--- src/hdl/spfp_defs.vh ---
// Purpose: Shared constants of the supply-pulse fuse programmer
// Assumes: 20 MHz internal oscillator
// Notes:   Times in microseconds, cycle counts derived from them
`ifndef SPFP_DEFS_VH
`define SPFP_DEFS_VH

////////////////////////////////////////////////////////////////////////////////
// Clock and pulse timing
`define SPFP_CLK_MHZ       20
`define SPFP_T_ACTIVE_US   20
`define SPFP_T_LOW_US      20
`define SPFP_T_BLOW_US     90
`define SPFP_CNT_W         12
// The times above at 20 MHz, sized to the counter so nothing is cut
`define SPFP_T_ACTIVE_CYC  12'h190
`define SPFP_T_LOW_CYC     12'h190
`define SPFP_T_BLOW_CYC    12'h708

////////////////////////////////////////////////////////////////////////////////
// Register keys and mode key
`define SPFP_KEY_TRIM_UP   4'h0
`define SPFP_KEY_TRIM_DOWN 4'h1
`define SPFP_KEY_FUSE_CHK  4'h7
`define SPFP_BLOW_KEY_MIDS 4'h9
`define SPFP_KEY_MAX       4'hf

////////////////////////////////////////////////////////////////////////////////
// Bit field codes and values
`define SPFP_FIELD_W       6
`define SPFP_CODE_FIRST    6'h01
`define SPFP_CODE_MAX      6'h3f
`define SPFP_CODE_CHK_LOW  6'h07
`define SPFP_CODE_CHK_HIGH 6'h0f
`define SPFP_LOCK_ADDR     6'h08
`define SPFP_ADDR_TOP_BIT  5
`define SPFP_TRY_RST       6'h00
`define SPFP_BURN_LOCK_BIT 6

`endif

--- src/hdl/spfp_pulse_meas.v ---
// Purpose: Synchronise the supply comparators and time each programming pulse
// Assumes: Mid comparator also trips at the high level
// Notes:   Mid and high events are one-cycle pulses issued when the supply returns low; bad is also held while the supply is below the low level
`timescale 1ns/1ns
`include "spfp_defs.vh"

module spfp_pulse_meas (
  // Clock and reset
  input  wire       clk_i,
  input  wire       rst_i,
  // Raw comparator outputs
  input  wire       lvl_low_raw_i,
  input  wire       lvl_mid_raw_i,
  input  wire       lvl_high_raw_i,
  // Pulse events
  output reg        ev_mid_o,
  output reg        ev_high_o,
  output reg        ev_bad_o,
  output wire       high_long_o
);

  localparam [`SPFP_CNT_W-1:0] ACT_CYC  = `SPFP_T_ACTIVE_CYC;
  localparam [`SPFP_CNT_W-1:0] LOW_CYC  = `SPFP_T_LOW_CYC;
  localparam [`SPFP_CNT_W-1:0] BLOW_CYC = `SPFP_T_BLOW_CYC;
  localparam [`SPFP_CNT_W-1:0] CNT_SAT  = {`SPFP_CNT_W{1'b1}};

  reg  [2:0]             sync1_reg;
  reg  [2:0]             sync2_reg;
  reg                    in_pulse_reg;
  reg                    seen_high_reg;
  reg                    gap_ok_reg;
  reg  [`SPFP_CNT_W-1:0] width_reg;
  reg  [`SPFP_CNT_W-1:0] high_reg;
  reg  [`SPFP_CNT_W-1:0] gap_reg;
  wire                   supply_ok;
  wire                   active;
  wire                   at_high;

  ////////////////////////////////////////////////////////////////////////////////
  // Two-stage synchroniser; only stage two is looked at
  always @(posedge clk_i) begin
    if (rst_i) begin
      sync1_reg <= 3'h0;
      sync2_reg <= 3'h0;
    end else begin
      sync1_reg <= {lvl_high_raw_i, lvl_mid_raw_i, lvl_low_raw_i};
      sync2_reg <= sync1_reg;
    end
  end

  assign supply_ok = sync2_reg[0];
  assign active    = sync2_reg[1];
  assign at_high   = sync2_reg[2];

  // Live flag so the burn fires while the high level is still applied
  assign high_long_o = in_pulse_reg & at_high & (high_reg >= BLOW_CYC);

  ////////////////////////////////////////////////////////////////////////////////
  // Width, high time and gap counters, all saturating
  always @(posedge clk_i) begin
    if (rst_i) begin
      in_pulse_reg  <= 1'b0;
      seen_high_reg <= 1'b0;
      gap_ok_reg    <= 1'b0;
      width_reg     <= {`SPFP_CNT_W{1'b0}};
      high_reg      <= {`SPFP_CNT_W{1'b0}};
      gap_reg       <= {`SPFP_CNT_W{1'b0}};
      ev_mid_o      <= 1'b0;
      ev_high_o     <= 1'b0;
      ev_bad_o      <= 1'b0;
    end else begin
      ev_mid_o  <= 1'b0;
      ev_high_o <= 1'b0;
      ev_bad_o  <= ~supply_ok;
      if (active && !in_pulse_reg) begin
        in_pulse_reg  <= 1'b1;
        gap_ok_reg    <= (gap_reg >= LOW_CYC);
        seen_high_reg <= at_high;
        width_reg     <= {{(`SPFP_CNT_W-1){1'b0}}, 1'b1};
        high_reg      <= {{(`SPFP_CNT_W-1){1'b0}}, at_high};
      end else if (active) begin
        seen_high_reg <= seen_high_reg | at_high;
        if (width_reg != CNT_SAT) begin
          width_reg <= width_reg + 1'b1;
        end
        if (at_high && high_reg != CNT_SAT) begin
          high_reg <= high_reg + 1'b1;
        end
      end else if (in_pulse_reg) begin
        in_pulse_reg <= 1'b0;
        gap_reg      <= {`SPFP_CNT_W{1'b0}};
        // A pulse that is too short or too close to the last one is noise
        if (!gap_ok_reg || width_reg < ACT_CYC || !supply_ok) begin
          ev_bad_o <= 1'b1;
        end else if (seen_high_reg) begin
          ev_high_o <= 1'b1;
        end else begin
          ev_mid_o <= 1'b1;
        end
      end else if (gap_reg != CNT_SAT) begin
        gap_reg <= gap_reg + 1'b1;
      end
    end
  end

endmodule

--- src/hdl/spfp_programmer.v ---
// Purpose: Decode supply pulses into register select, try and blow modes
// Assumes: rst_i is the power-on reset, raised whenever the supply is cycled
// Notes:   Fuses live outside; their state returns on fuse_trim_i and fuse_lock_i
`timescale 1ns/1ns
`include "spfp_defs.vh"

module spfp_programmer (
  // Clock and reset
  input  wire       clk_i,
  input  wire       rst_i,
  // Supply level comparators
  input  wire       supply_level_low_i,
  input  wire       supply_level_mid_i,
  input  wire       supply_level_high_i,
  // Fuse array state
  input  wire [5:0] fuse_trim_i,
  input  wire       fuse_lock_i,
  input  wire       fuse_marginal_i,
  // Fuse burn control
  output reg        burn_en_o,
  output reg  [6:0] burn_sel_o,
  // Parameter and check outputs
  output reg  [5:0] operate_threshold_o,
  output reg        fuse_chk_low_o,
  output reg        fuse_chk_high_o,
  output reg        burn_current_extra_o,
  // Status
  output reg        locked_o,
  output wire       try_active_o,
  output wire       blow_active_o
);

  localparam [4:0] ST_IDLE  = 5'h01;
  localparam [4:0] ST_KEY   = 5'h02;
  localparam [4:0] ST_TRY   = 5'h04;
  localparam [4:0] ST_BLOW  = 5'h08;
  localparam [4:0] ST_BURN  = 5'h10;

  reg  [4:0] state_reg;
  reg  [4:0] state_next;
  reg  [3:0] key_reg;
  reg  [3:0] key_next;
  reg  [5:0] code_reg;
  reg  [5:0] code_next;
  reg  [3:0] mids_reg;
  reg  [3:0] mids_next;
  reg  [5:0] addr_reg;
  reg  [5:0] addr_next;
  reg  [5:0] try_field_reg;
  reg  [5:0] try_field_next;
  reg        chk_low_reg;
  reg        chk_low_next;
  reg        chk_high_reg;
  reg        chk_high_next;
  reg        burn_en_next;
  reg  [6:0] burn_sel_next;
  reg        marg_s1_reg;
  reg        marg_s2_reg;
  wire       ev_mid;
  wire       ev_high;
  wire       ev_bad;
  wire       high_long;
  wire [5:0] code_inc;
  wire       lock_ok;

  ////////////////////////////////////////////////////////////////////////////////
  // Pulse front end
  spfp_pulse_meas u_meas (
    .clk_i          (clk_i),
    .rst_i          (rst_i),
    .lvl_low_raw_i  (supply_level_low_i),
    .lvl_mid_raw_i  (supply_level_mid_i),
    .lvl_high_raw_i (supply_level_high_i),
    .ev_mid_o       (ev_mid),
    .ev_high_o      (ev_high),
    .ev_bad_o       (ev_bad),
    .high_long_o    (high_long)
  );

  // Code saturates at the top rather than wrapping back to zero
  assign code_inc = (code_reg == `SPFP_CODE_MAX) ? code_reg : code_reg + 6'h01;
  assign lock_ok  = (key_reg == `SPFP_KEY_FUSE_CHK) && !fuse_lock_i;

  assign try_active_o  = state_reg[2];
  assign blow_active_o = state_reg[3] | state_reg[4];

  ////////////////////////////////////////////////////////////////////////////////
  // Sequence decoder
  always @* begin
    state_next     = state_reg;
    key_next       = key_reg;
    code_next      = code_reg;
    mids_next      = mids_reg;
    addr_next      = addr_reg;
    try_field_next = try_field_reg;
    chk_low_next   = chk_low_reg;
    chk_high_next  = chk_high_reg;
    burn_en_next   = 1'b0;
    burn_sel_next  = burn_sel_reg_hold(burn_sel_o);
    case (state_reg)
      ST_IDLE: begin
        if (ev_high) begin
          state_next = ST_KEY;
          key_next   = 4'h0;
        end
      end
      ST_KEY: begin
        if (ev_bad) begin
          state_next = ST_IDLE;
        end else if (ev_mid) begin
          if (key_reg != `SPFP_KEY_MAX) begin
            key_next = key_reg + 4'h1;
          end
        end else if (ev_high) begin
          mids_next  = 4'h0;
          code_next  = `SPFP_CODE_FIRST;
          state_next = ST_TRY;
          // Once locked, only the fuse check register answers
          if (fuse_lock_i && key_reg != `SPFP_KEY_FUSE_CHK) begin
            state_next = ST_IDLE;
          end else if (key_reg == `SPFP_KEY_TRIM_UP) begin
            try_field_next = `SPFP_CODE_FIRST;
          end else if (key_reg == `SPFP_KEY_TRIM_DOWN) begin
            try_field_next = ~`SPFP_CODE_FIRST;
          end else if (key_reg != `SPFP_KEY_FUSE_CHK) begin
            state_next = ST_IDLE;
          end
        end
      end
      ST_TRY: begin
        if (ev_bad) begin
          state_next = ST_IDLE;
        end else if (ev_mid) begin
          if (mids_reg != `SPFP_KEY_MAX) begin
            mids_next = mids_reg + 4'h1;
          end
          code_next = code_inc;
          // New value reaches the parameter right away for measurement
          if (key_reg == `SPFP_KEY_TRIM_UP) begin
            try_field_next = code_inc;
          end else if (key_reg == `SPFP_KEY_TRIM_DOWN) begin
            try_field_next = ~code_inc;
          end else begin
            chk_low_next  = (code_inc == `SPFP_CODE_CHK_LOW);
            chk_high_next = (code_inc == `SPFP_CODE_CHK_HIGH);
          end
        end else if (ev_high) begin
          chk_low_next  = 1'b0;
          chk_high_next = 1'b0;
          addr_next     = 6'h00;
          if (mids_reg == `SPFP_BLOW_KEY_MIDS) begin
            // Blow only on the trim-up key, or the lock before it is set
            if (key_reg == `SPFP_KEY_TRIM_UP || lock_ok) begin
              state_next = ST_BLOW;
            end else begin
              state_next = ST_IDLE;
            end
          end else begin
            // Any other high pulse opens the next register selection
            state_next = ST_KEY;
            key_next   = 4'h0;
          end
        end
      end
      ST_BLOW: begin
        if (ev_bad || ev_high) begin
          state_next = ST_IDLE;
        end else if (ev_mid) begin
          if (addr_reg == 6'h00) begin
            addr_next = 6'h01;
          end else if (addr_reg[`SPFP_ADDR_TOP_BIT]) begin
            state_next = ST_IDLE;
          end else begin
            addr_next = {addr_reg[4:0], 1'b0};
          end
        end else if (high_long && addr_reg != 6'h00) begin
          if (key_reg == `SPFP_KEY_TRIM_UP) begin
            state_next    = ST_BURN;
            burn_en_next  = 1'b1;
            burn_sel_next = {1'b0, addr_reg};
          end else if (addr_reg == `SPFP_LOCK_ADDR) begin
            state_next    = ST_BURN;
            burn_en_next  = 1'b1;
            burn_sel_next = 7'h40;
          end
        end
      end
      ST_BURN: begin
        // One fuse per sequence: the end of the blow pulse closes it
        if (ev_bad || ev_high || ev_mid) begin
          state_next = ST_IDLE;
        end else begin
          burn_en_next = 1'b1;
        end
      end
      default: begin
        state_next = ST_IDLE;
      end
    endcase
  end

  function [6:0] burn_sel_reg_hold;
    input [6:0] cur;
    begin
      burn_sel_reg_hold = cur;
    end
  endfunction

  ////////////////////////////////////////////////////////////////////////////////
  // State registers; reset is the supply cycle and drops all try values
  always @(posedge clk_i) begin
    if (rst_i) begin
      state_reg     <= ST_IDLE;
      key_reg       <= 4'h0;
      code_reg      <= 6'h00;
      mids_reg      <= 4'h0;
      addr_reg      <= 6'h00;
      try_field_reg <= `SPFP_TRY_RST;
      chk_low_reg   <= 1'b0;
      chk_high_reg  <= 1'b0;
      burn_en_o     <= 1'b0;
      burn_sel_o    <= 7'h00;
    end else begin
      state_reg     <= state_next;
      key_reg       <= key_next;
      code_reg      <= code_next;
      mids_reg      <= mids_next;
      addr_reg      <= addr_next;
      try_field_reg <= try_field_next;
      chk_low_reg   <= chk_low_next;
      chk_high_reg  <= chk_high_next;
      burn_en_o     <= burn_en_next;
      burn_sel_o    <= burn_sel_next;
    end
  end

  ////////////////////////////////////////////////////////////////////////////////
  // Marginal-fuse sense comes from an analog comparator
  always @(posedge clk_i) begin
    if (rst_i) begin
      marg_s1_reg <= 1'b0;
      marg_s2_reg <= 1'b0;
    end else begin
      marg_s1_reg <= fuse_marginal_i;
      marg_s2_reg <= marg_s1_reg;
    end
  end

  ////////////////////////////////////////////////////////////////////////////////
  // Output registers
  always @(posedge clk_i) begin
    if (rst_i) begin
      operate_threshold_o  <= 6'h00;
      fuse_chk_low_o       <= 1'b0;
      fuse_chk_high_o      <= 1'b0;
      burn_current_extra_o <= 1'b0;
      locked_o             <= 1'b0;
    end else begin
      // Blown bits are ORed in, so no try value can ever clear them
      operate_threshold_o  <= fuse_trim_i | try_field_reg;
      fuse_chk_low_o       <= chk_low_reg;
      fuse_chk_high_o      <= chk_high_reg;
      burn_current_extra_o <= (chk_low_reg | chk_high_reg) & marg_s2_reg;
      locked_o             <= fuse_lock_i;
    end
  end

endmodule

--- config.mk ---
export PLATFORM = sky130hd
export DESIGN_NAME = spfp_programmer
export DESIGN_NICKNAME = d
export VERILOG_FILES = /design/src/hdl/spfp_pulse_meas.v /design/src/hdl/spfp_programmer.v
export VERILOG_INCLUDE_DIRS = /design/src /design/src/hdl
export SDC_FILE = /design/constraint.sdc
export NUM_CORES = 1
export LEC_CHECK = 0
export BUFFER_PORTS_ARGS = -buffer_cell sky130_fd_sc_hd__buf_2
export CAP_MARGIN = 20
export CELL_PAD_IN_SITES_DETAIL_PLACEMENT = 0
export CELL_PAD_IN_SITES_GLOBAL_PLACEMENT = 1
export CORE_MARGIN = 2
export CORE_UTILIZATION = 41
export CTS_CLUSTER_SIZE = 25
export DETAILED_ROUTE_END_ITERATION = 8
export GPL_ROUTABILITY_DRIVEN = 0
export PLACE_DENSITY = 0.79
export SLEW_MARGIN = 20
export SYNTH_ARGS = -nofsm -noshare
export SYNTH_HDL_FRONTEND = slang
export SYNTH_SLANG_ARGS = --single-unit
export TNS_END_PERCENT = 5
--- constraint.sdc ---
create_clock -name clk_i -period 1.98 [get_ports clk_i]
set_input_delay 0.099 -clock clk_i [delete_from_list [all_inputs] [get_ports clk_i]]
set_output_delay 0.099 -clock clk_i [all_outputs]
set_load 0.02 [all_outputs]
Word level (Yosys, flattened, before mapping)
Cells that the tools add are included.
{"block": "totals", "register_bits": 101, "in_bits": 13, "output_inout_bits": 20, "wordCells": 242}
{"block": "op_classes", "add_sub_neg": 6, "n_lt_le_gt_ge": 3, "n_eq_ne": 48, "mux": 97, "n_bitwise": 15, "n_reduce_logical": 42}
{"cell": "6-bit two-way mux", "n": 23}
{"cell": "5-bit two-way mux", "n": 16}
{"cell": "4-bit two-way mux", "n": 14}
{"cell": "12-bit by 1-bit adder with 12-bit output, second input constant", "n": 3}
{"cell": "12-bit inequality test, second input constant", "n": 3}
{"cell": "6-bit one-hot mux with 2 select lines", "n": 3}
{"cell": "1-bit two-way mux", "n": 29}
{"cell": "2-bit inequality test, second input constant", "n": 13}
{"cell": "5-bit one-hot mux with 5 select lines", "n": 1}
{"cell": "12-bit two-way mux", "n": 2}
{"cell": "9-bit AND reduction", "n": 2}
{"cell": "4-bit inequality test, second input constant", "n": 4}
{"cell": "2-bit nonzero test", "n": 8}
{"cell": "3-bit inequality test, second input constant", "n": 5}
{"cell": "7-bit two-way mux", "n": 2}
{"cell": "7-bit AND reduction", "n": 2}
{"cell": "6-bit by 4-bit equality test with 1-bit output, second input constant", "n": 2}
{"cell": "12-bit by 11-bit >= comparator with 1-bit output, second input constant", "n": 1}
{"cell": "12-bit by 9-bit >= comparator with 1-bit output, second input constant", "n": 1}
{"cell": "12-bit by 9-bit less-than comparator with 1-bit output, second input constant", "n": 1}
{"cell": "3-bit two-way mux", "n": 4}
{"cell": "2-bit by 1-bit inequality test with 1-bit output, second input constant", "n": 6}
{"cell": "4-bit one-hot mux with 3 select lines", "n": 1}
{"cell": "6-bit AND reduction", "n": 2}
{"cell": "other kinds (35)", "n": 63}

Longest topological paths before layout
{"block": "depth", "depth_word": 9, "mapped_depth": 8, "depth_no_buf": 7}

By module
Synthesis repeated with hierarchy kept, for this count alone.
{"block": "unflattened", "cells_unflattened": 603, "area_unflattened_um2": 5196.2}
{"module": "spfp_programmer", "n_inst": 1, "cells_each": 343, "area_each_um2": 2839.0, "seq_area_each_um2": 1061.0}
{"module": "spfp_pulse_meas", "n_inst": 1, "cells_each": 260, "area_each_um2": 2357.3, "seq_area_each_um2": 960.9}

Worst setup path before layout
Ideal clock, no wire load.
{"block": "synth_timing", "path_type": "register to register", "from": "register key_reg[0]", "to": "register state_reg[1]", "setup_time_ns": 0.070, "arrival_time_ns": 1.996, "required_time_ns": 1.910, "path_slack_ns": -0.086, "path_stages_with_launch": 9, "n_path_buf": 1, "synth_period_minus_slack_ns": 2.066, "path_cell_list": "dfxtp_1 -> inv_1 -> ha_1 -> or3b_1 -> buf_2 -> a21o_1 -> and3b_4 -> or4_1 -> a21oi_1"}
{"block": "synth_between", "elab_chain_len": 8, "word_cells_on_any_way": 17, "classes_between": "eq/ne: 3; mux: 11; reduce/logical: 3"}
{"item": "start: declaration", "line": "spfp_programmer.v:41", "rtl": "reg [3:0] key_reg;"}
{"item": "start signal: assignment", "line": "spfp_programmer.v:225", "rtl": "key_reg <= key_next;"}
{"item": "4-bit by 1-bit equality test with 1-bit output (no source line)"}
{"item": "3-bit two-way mux", "line": "spfp_programmer.v:123", "rtl": "end else if (key_reg == `SPFP_KEY_TRIM_DOWN) begin"}
{"item": "3-bit two-way mux", "line": "spfp_programmer.v:121", "rtl": "end else if (key_reg == `SPFP_KEY_TRIM_UP) begin"}
{"item": "3-bit two-way mux", "line": "spfp_programmer.v:119", "rtl": "if (fuse_lock_i && key_reg != `SPFP_KEY_FUSE_CHK) begin"}
{"item": "5-bit two-way mux", "line": "spfp_programmer.v:114", "rtl": "end else if (ev_high) begin"}
{"item": "5-bit two-way mux", "line": "spfp_programmer.v:110", "rtl": "end else if (ev_mid) begin"}
{"item": "5-bit two-way mux", "line": "spfp_programmer.v:108", "rtl": "if (ev_bad) begin"}
{"item": "5-bit one-hot mux with 5 select lines", "line": "spfp_programmer.v:100", "rtl": "case (state_reg)"}
{"item": "end signal: assignment", "line": "spfp_programmer.v:224", "rtl": "state_reg <= state_next;"}
{"item": "end: declaration", "line": "spfp_programmer.v:39", "rtl": "reg [4:0] state_reg;"}
Several ways; a longest one is shown, not always the timed one. The select of a mux whose other input is x is not followed.
A chain may end at the register's enable or synchronous reset.

Final worst setup path
{"block": "layout_timing", "from": "register key_reg[1]", "to": "register state_reg[1]"}
The elaborated chain is that of the path after synthesis.

==> run summary <==
Worst Path Max Fanout = 5
Row count = 39
Vias in the first global route = 4138
CP Data Arrival Time = 2.22 ns
CP Capture Type = flip-flop
Max Cap Viol = 0
Die Area = 12900 µm²
Post-synthesis sequential area ratio = 0.412
Area leader, netlist = dfxtp_1
Layout area overhead = 20.8%
Ys Warns = 0
HP Class = in -> reg
Gr usage total = 0.187
Post-synthesis xor/xnor area fraction = 0.0642
Cts bufs inserted = 9
Setup violations, final = 0
Synth Area in Compound Gates = 0.167
Crit-path slowest cell = or4_1
Worst-skew pair later-pin latency = 0.35 ns
DR iter-0 viols = 214
H-Tree Depth = 3
Drt pass-1 iters = 4
HPWL after detailed placement = 8400 µm
Synth async-reset ratio = 0
Placed cell area = 5460 µm²
Final Cycle Share = 0.983
CTS tree = yes
Antenna diodes = 0
IO Count = 33
Post-Synth Adder-Cell Area = 0.0280
Hold Vio Cnt, Final = 0
Status = finished clean
Post-synth cell types = 65
Overall power consumption = 5190 µW
Post-Syn Area per Cell = 8.36 µm²
Buffer levels on the longest clock path = 2
Drt wl/cell = 14.5 µm
Pwr per Cell Area = 874 nW/µm²
Die Y = 113 µm
Layout net count = 680
Simple-Gate Fraction of Synth Area = 0.286
Cell area after synthesis = 4910 µm²
WP data required = 2.25 ns
Count of buffer and inverter cells on the critical path = 1
DR vias/cell = 5.56
Largest family of logic cells by synthesized area = simple AND/OR/NAND/NOR gates
Via count = 4466
Ys flop type = dfxtp_1
Slew HR = 0.621
Clk root buf = clkbuf_16
Slew @ Worst Pin = 0.564 ns
Count leader, synth = dfxtp_1
Post-synth top area share = 0.412
Placeable Area = 11600 µm²
Worst Skew = 0.00991 ns
Yosys reg bits = 101
Initial antenna violation count = 0
Starting Density = 0.425
GR Overflow Total = 0
Final Cell Area = 5940 µm²
Slowest Stage Delay on Critical Path = 0.40 ns
Synth cell count leaders = 101 x dfxtp_1, 86 x nor2_1, 41 x a21oi_1, 41 x nand2_1, 33 x nand3_1
Reg clk slew, reported paths = 0.06 ns
Syn Inst Count = 588
Fillcell total = 1097
Syn_nets = 612
RSZ-0062 raised after global routing = true
IO buf count = 32
Worst vdd ir = 0.589 mV
Multiplexer share of the synthesized area = 0.00815
Critical path class = reg -> reg
Leak pwr = 0.00216 µW
Fin. max-slew vios = 0
Routed WL = 11600 µm
Total clock sinks = 101
Kind of cell with the highest combined delay on the critical path = simple AND/OR/NAND/NOR gates
Post-synth EDFFs = 0
First-pass GRT wire length = 19600 µm
Crit start category = flip-flop
ANT nets after route = 0
Largest net degree at the start of global routing = 54
Worst-path cell chain = inv_2 -> ha_4 -> or3b_4 -> a21o_1 -> and3b_4 -> or4_1 -> a21oi_1
# DRC = 0
Share of layout cells above drive strength 1 = 0.174
Die X = 113 µm
Max Fclk = 514 MHz
Synth area leaders = dfxtp_1 41%, nor2_1 6.6%, xnor2_1 4.3%
Final min period = 1.95 ns
[cells in the final DEF (no fill, tap or decap), types with 3 or more instances in the layout]
cell           count
dfxtp_1           95
nor2_1            85
nand2_1           41
a21oi_1           41
buf_4             38
nand3_1           33
buf_2             32
xnor2_1           24
nor3_1            22
nor2b_1           19
inv_1             18
nand4_1           13
xor2_1            12
nand2b_1          10
o21ai_0           10
nor4_1            10
dlygate4sd3_1     10
ha_1               9
clkbuf_16          9
and3_1             8
a31oi_1            7
or3_1              6
a211oi_1           6
dfxtp_2            6
o2111ai_1          5
and4_1             5
o22ai_1            5
or4_1              4
mux2i_1            4
a311oi_1           4
a21o_1             3
a211o_1            3
a22oi_1            3
[metal layers]
metal	global-route usage	wire length, µm	vias up
met5	0	0	-
met3	0.0478	531	17
met1	0.254	5710	2107
li1	-	-	2242
met4	0.0528	174	0
met2	0.295	5220	100
[worst paths after layout]
path | from | endpoint | slack (ns) | cells after the start
setup / recovery | key_reg[1] | state_reg[1] | 0.03 | 7
hold / removal | fuse_lock_i | locked_o | 0.07 | 2
setup reg to reg | key_reg[1] | state_reg[1] | 0.03 | 7
hold reg to reg | u_meas.sync2_reg[0] | u_meas.ev_bad_o | 0.43 | 1
[final cells by class]
| type | count | area (µm²) | area share |
|---|---|---|---|
| clock buffer | 11 | 243 | 0.0409 |
| clock inverter | 4 | 56.3 | 0.00948 |
| inverter | 20 | 75.1 | 0.0126 |
| multi-input combinational | 444 | 2810 | 0.473 |
| sequential | 101 | 2030 | 0.342 |
| tap | 143 | 179 | 0.0301 |
| timing repair buffer | 80 | 546 | 0.0919 |
[timing repair]
item,in CTS,in global routing
hold buffers,10,0
endpoints found under the hold margin,10,0
setup endpoints to repair,4,22
pin swaps,0,3
gates resized for setup,2,16
buffers inserted,0,0
[kinds of logic (layout without fill, tap and decap cells)]
| kind of cell | count (synthesis) | in the layout |
|---|---|---|
| xor gates and xnor gates | 36 | 36 |
| AOI/OAI and AO/OA | 117 | 117 |
| muxes | 4 | 4 |
| adders and majority gates | 11 | 11 |
| DFF | 101 | 101 |
| and+or+nand+nor | 276 | 276 |
| buffers and inverters | 43 | 115 |
[worst register-to-register path, stage by stage, from the launching register on]
cell,delay (ns)
dfxtp_2,0.32
inv_2,0.07
ha_4,0.14
or3b_4,0.38
a21o_1,0.21
and3b_4,0.23
or4_1,0.40
a21oi_1,0.12
[through the flow]
stage | worst slack, ns | instances | TNS [ns] | utilization | hold WS (ns)
floorplan | 0.00500 | 588 | 0 | - | 0.215
global placement | 0.000322 | 778 | 0 | 0.472 | 0.305
detailed placement | -0.0635 | 778 | -0.193 | 0.472 | 0.311
CTS | 0.00407 | 803 | 0 | 0.508 | 0.0611
global route | -0.0623 | 803 | -0.297 | 0.513 | 0.0596
finish | 0.0328 | 803 | 0 | 0.513 | 0.0701
[power by group]
group	internal (µW)	switching [µW]	leakage, µW
Clock	1020	779	0.000147
Sequential	2100	101	0.000821
Combinational	531	652	0.00119
Total	3650	1530	0.00216
(Power assumes the default switching activity.)
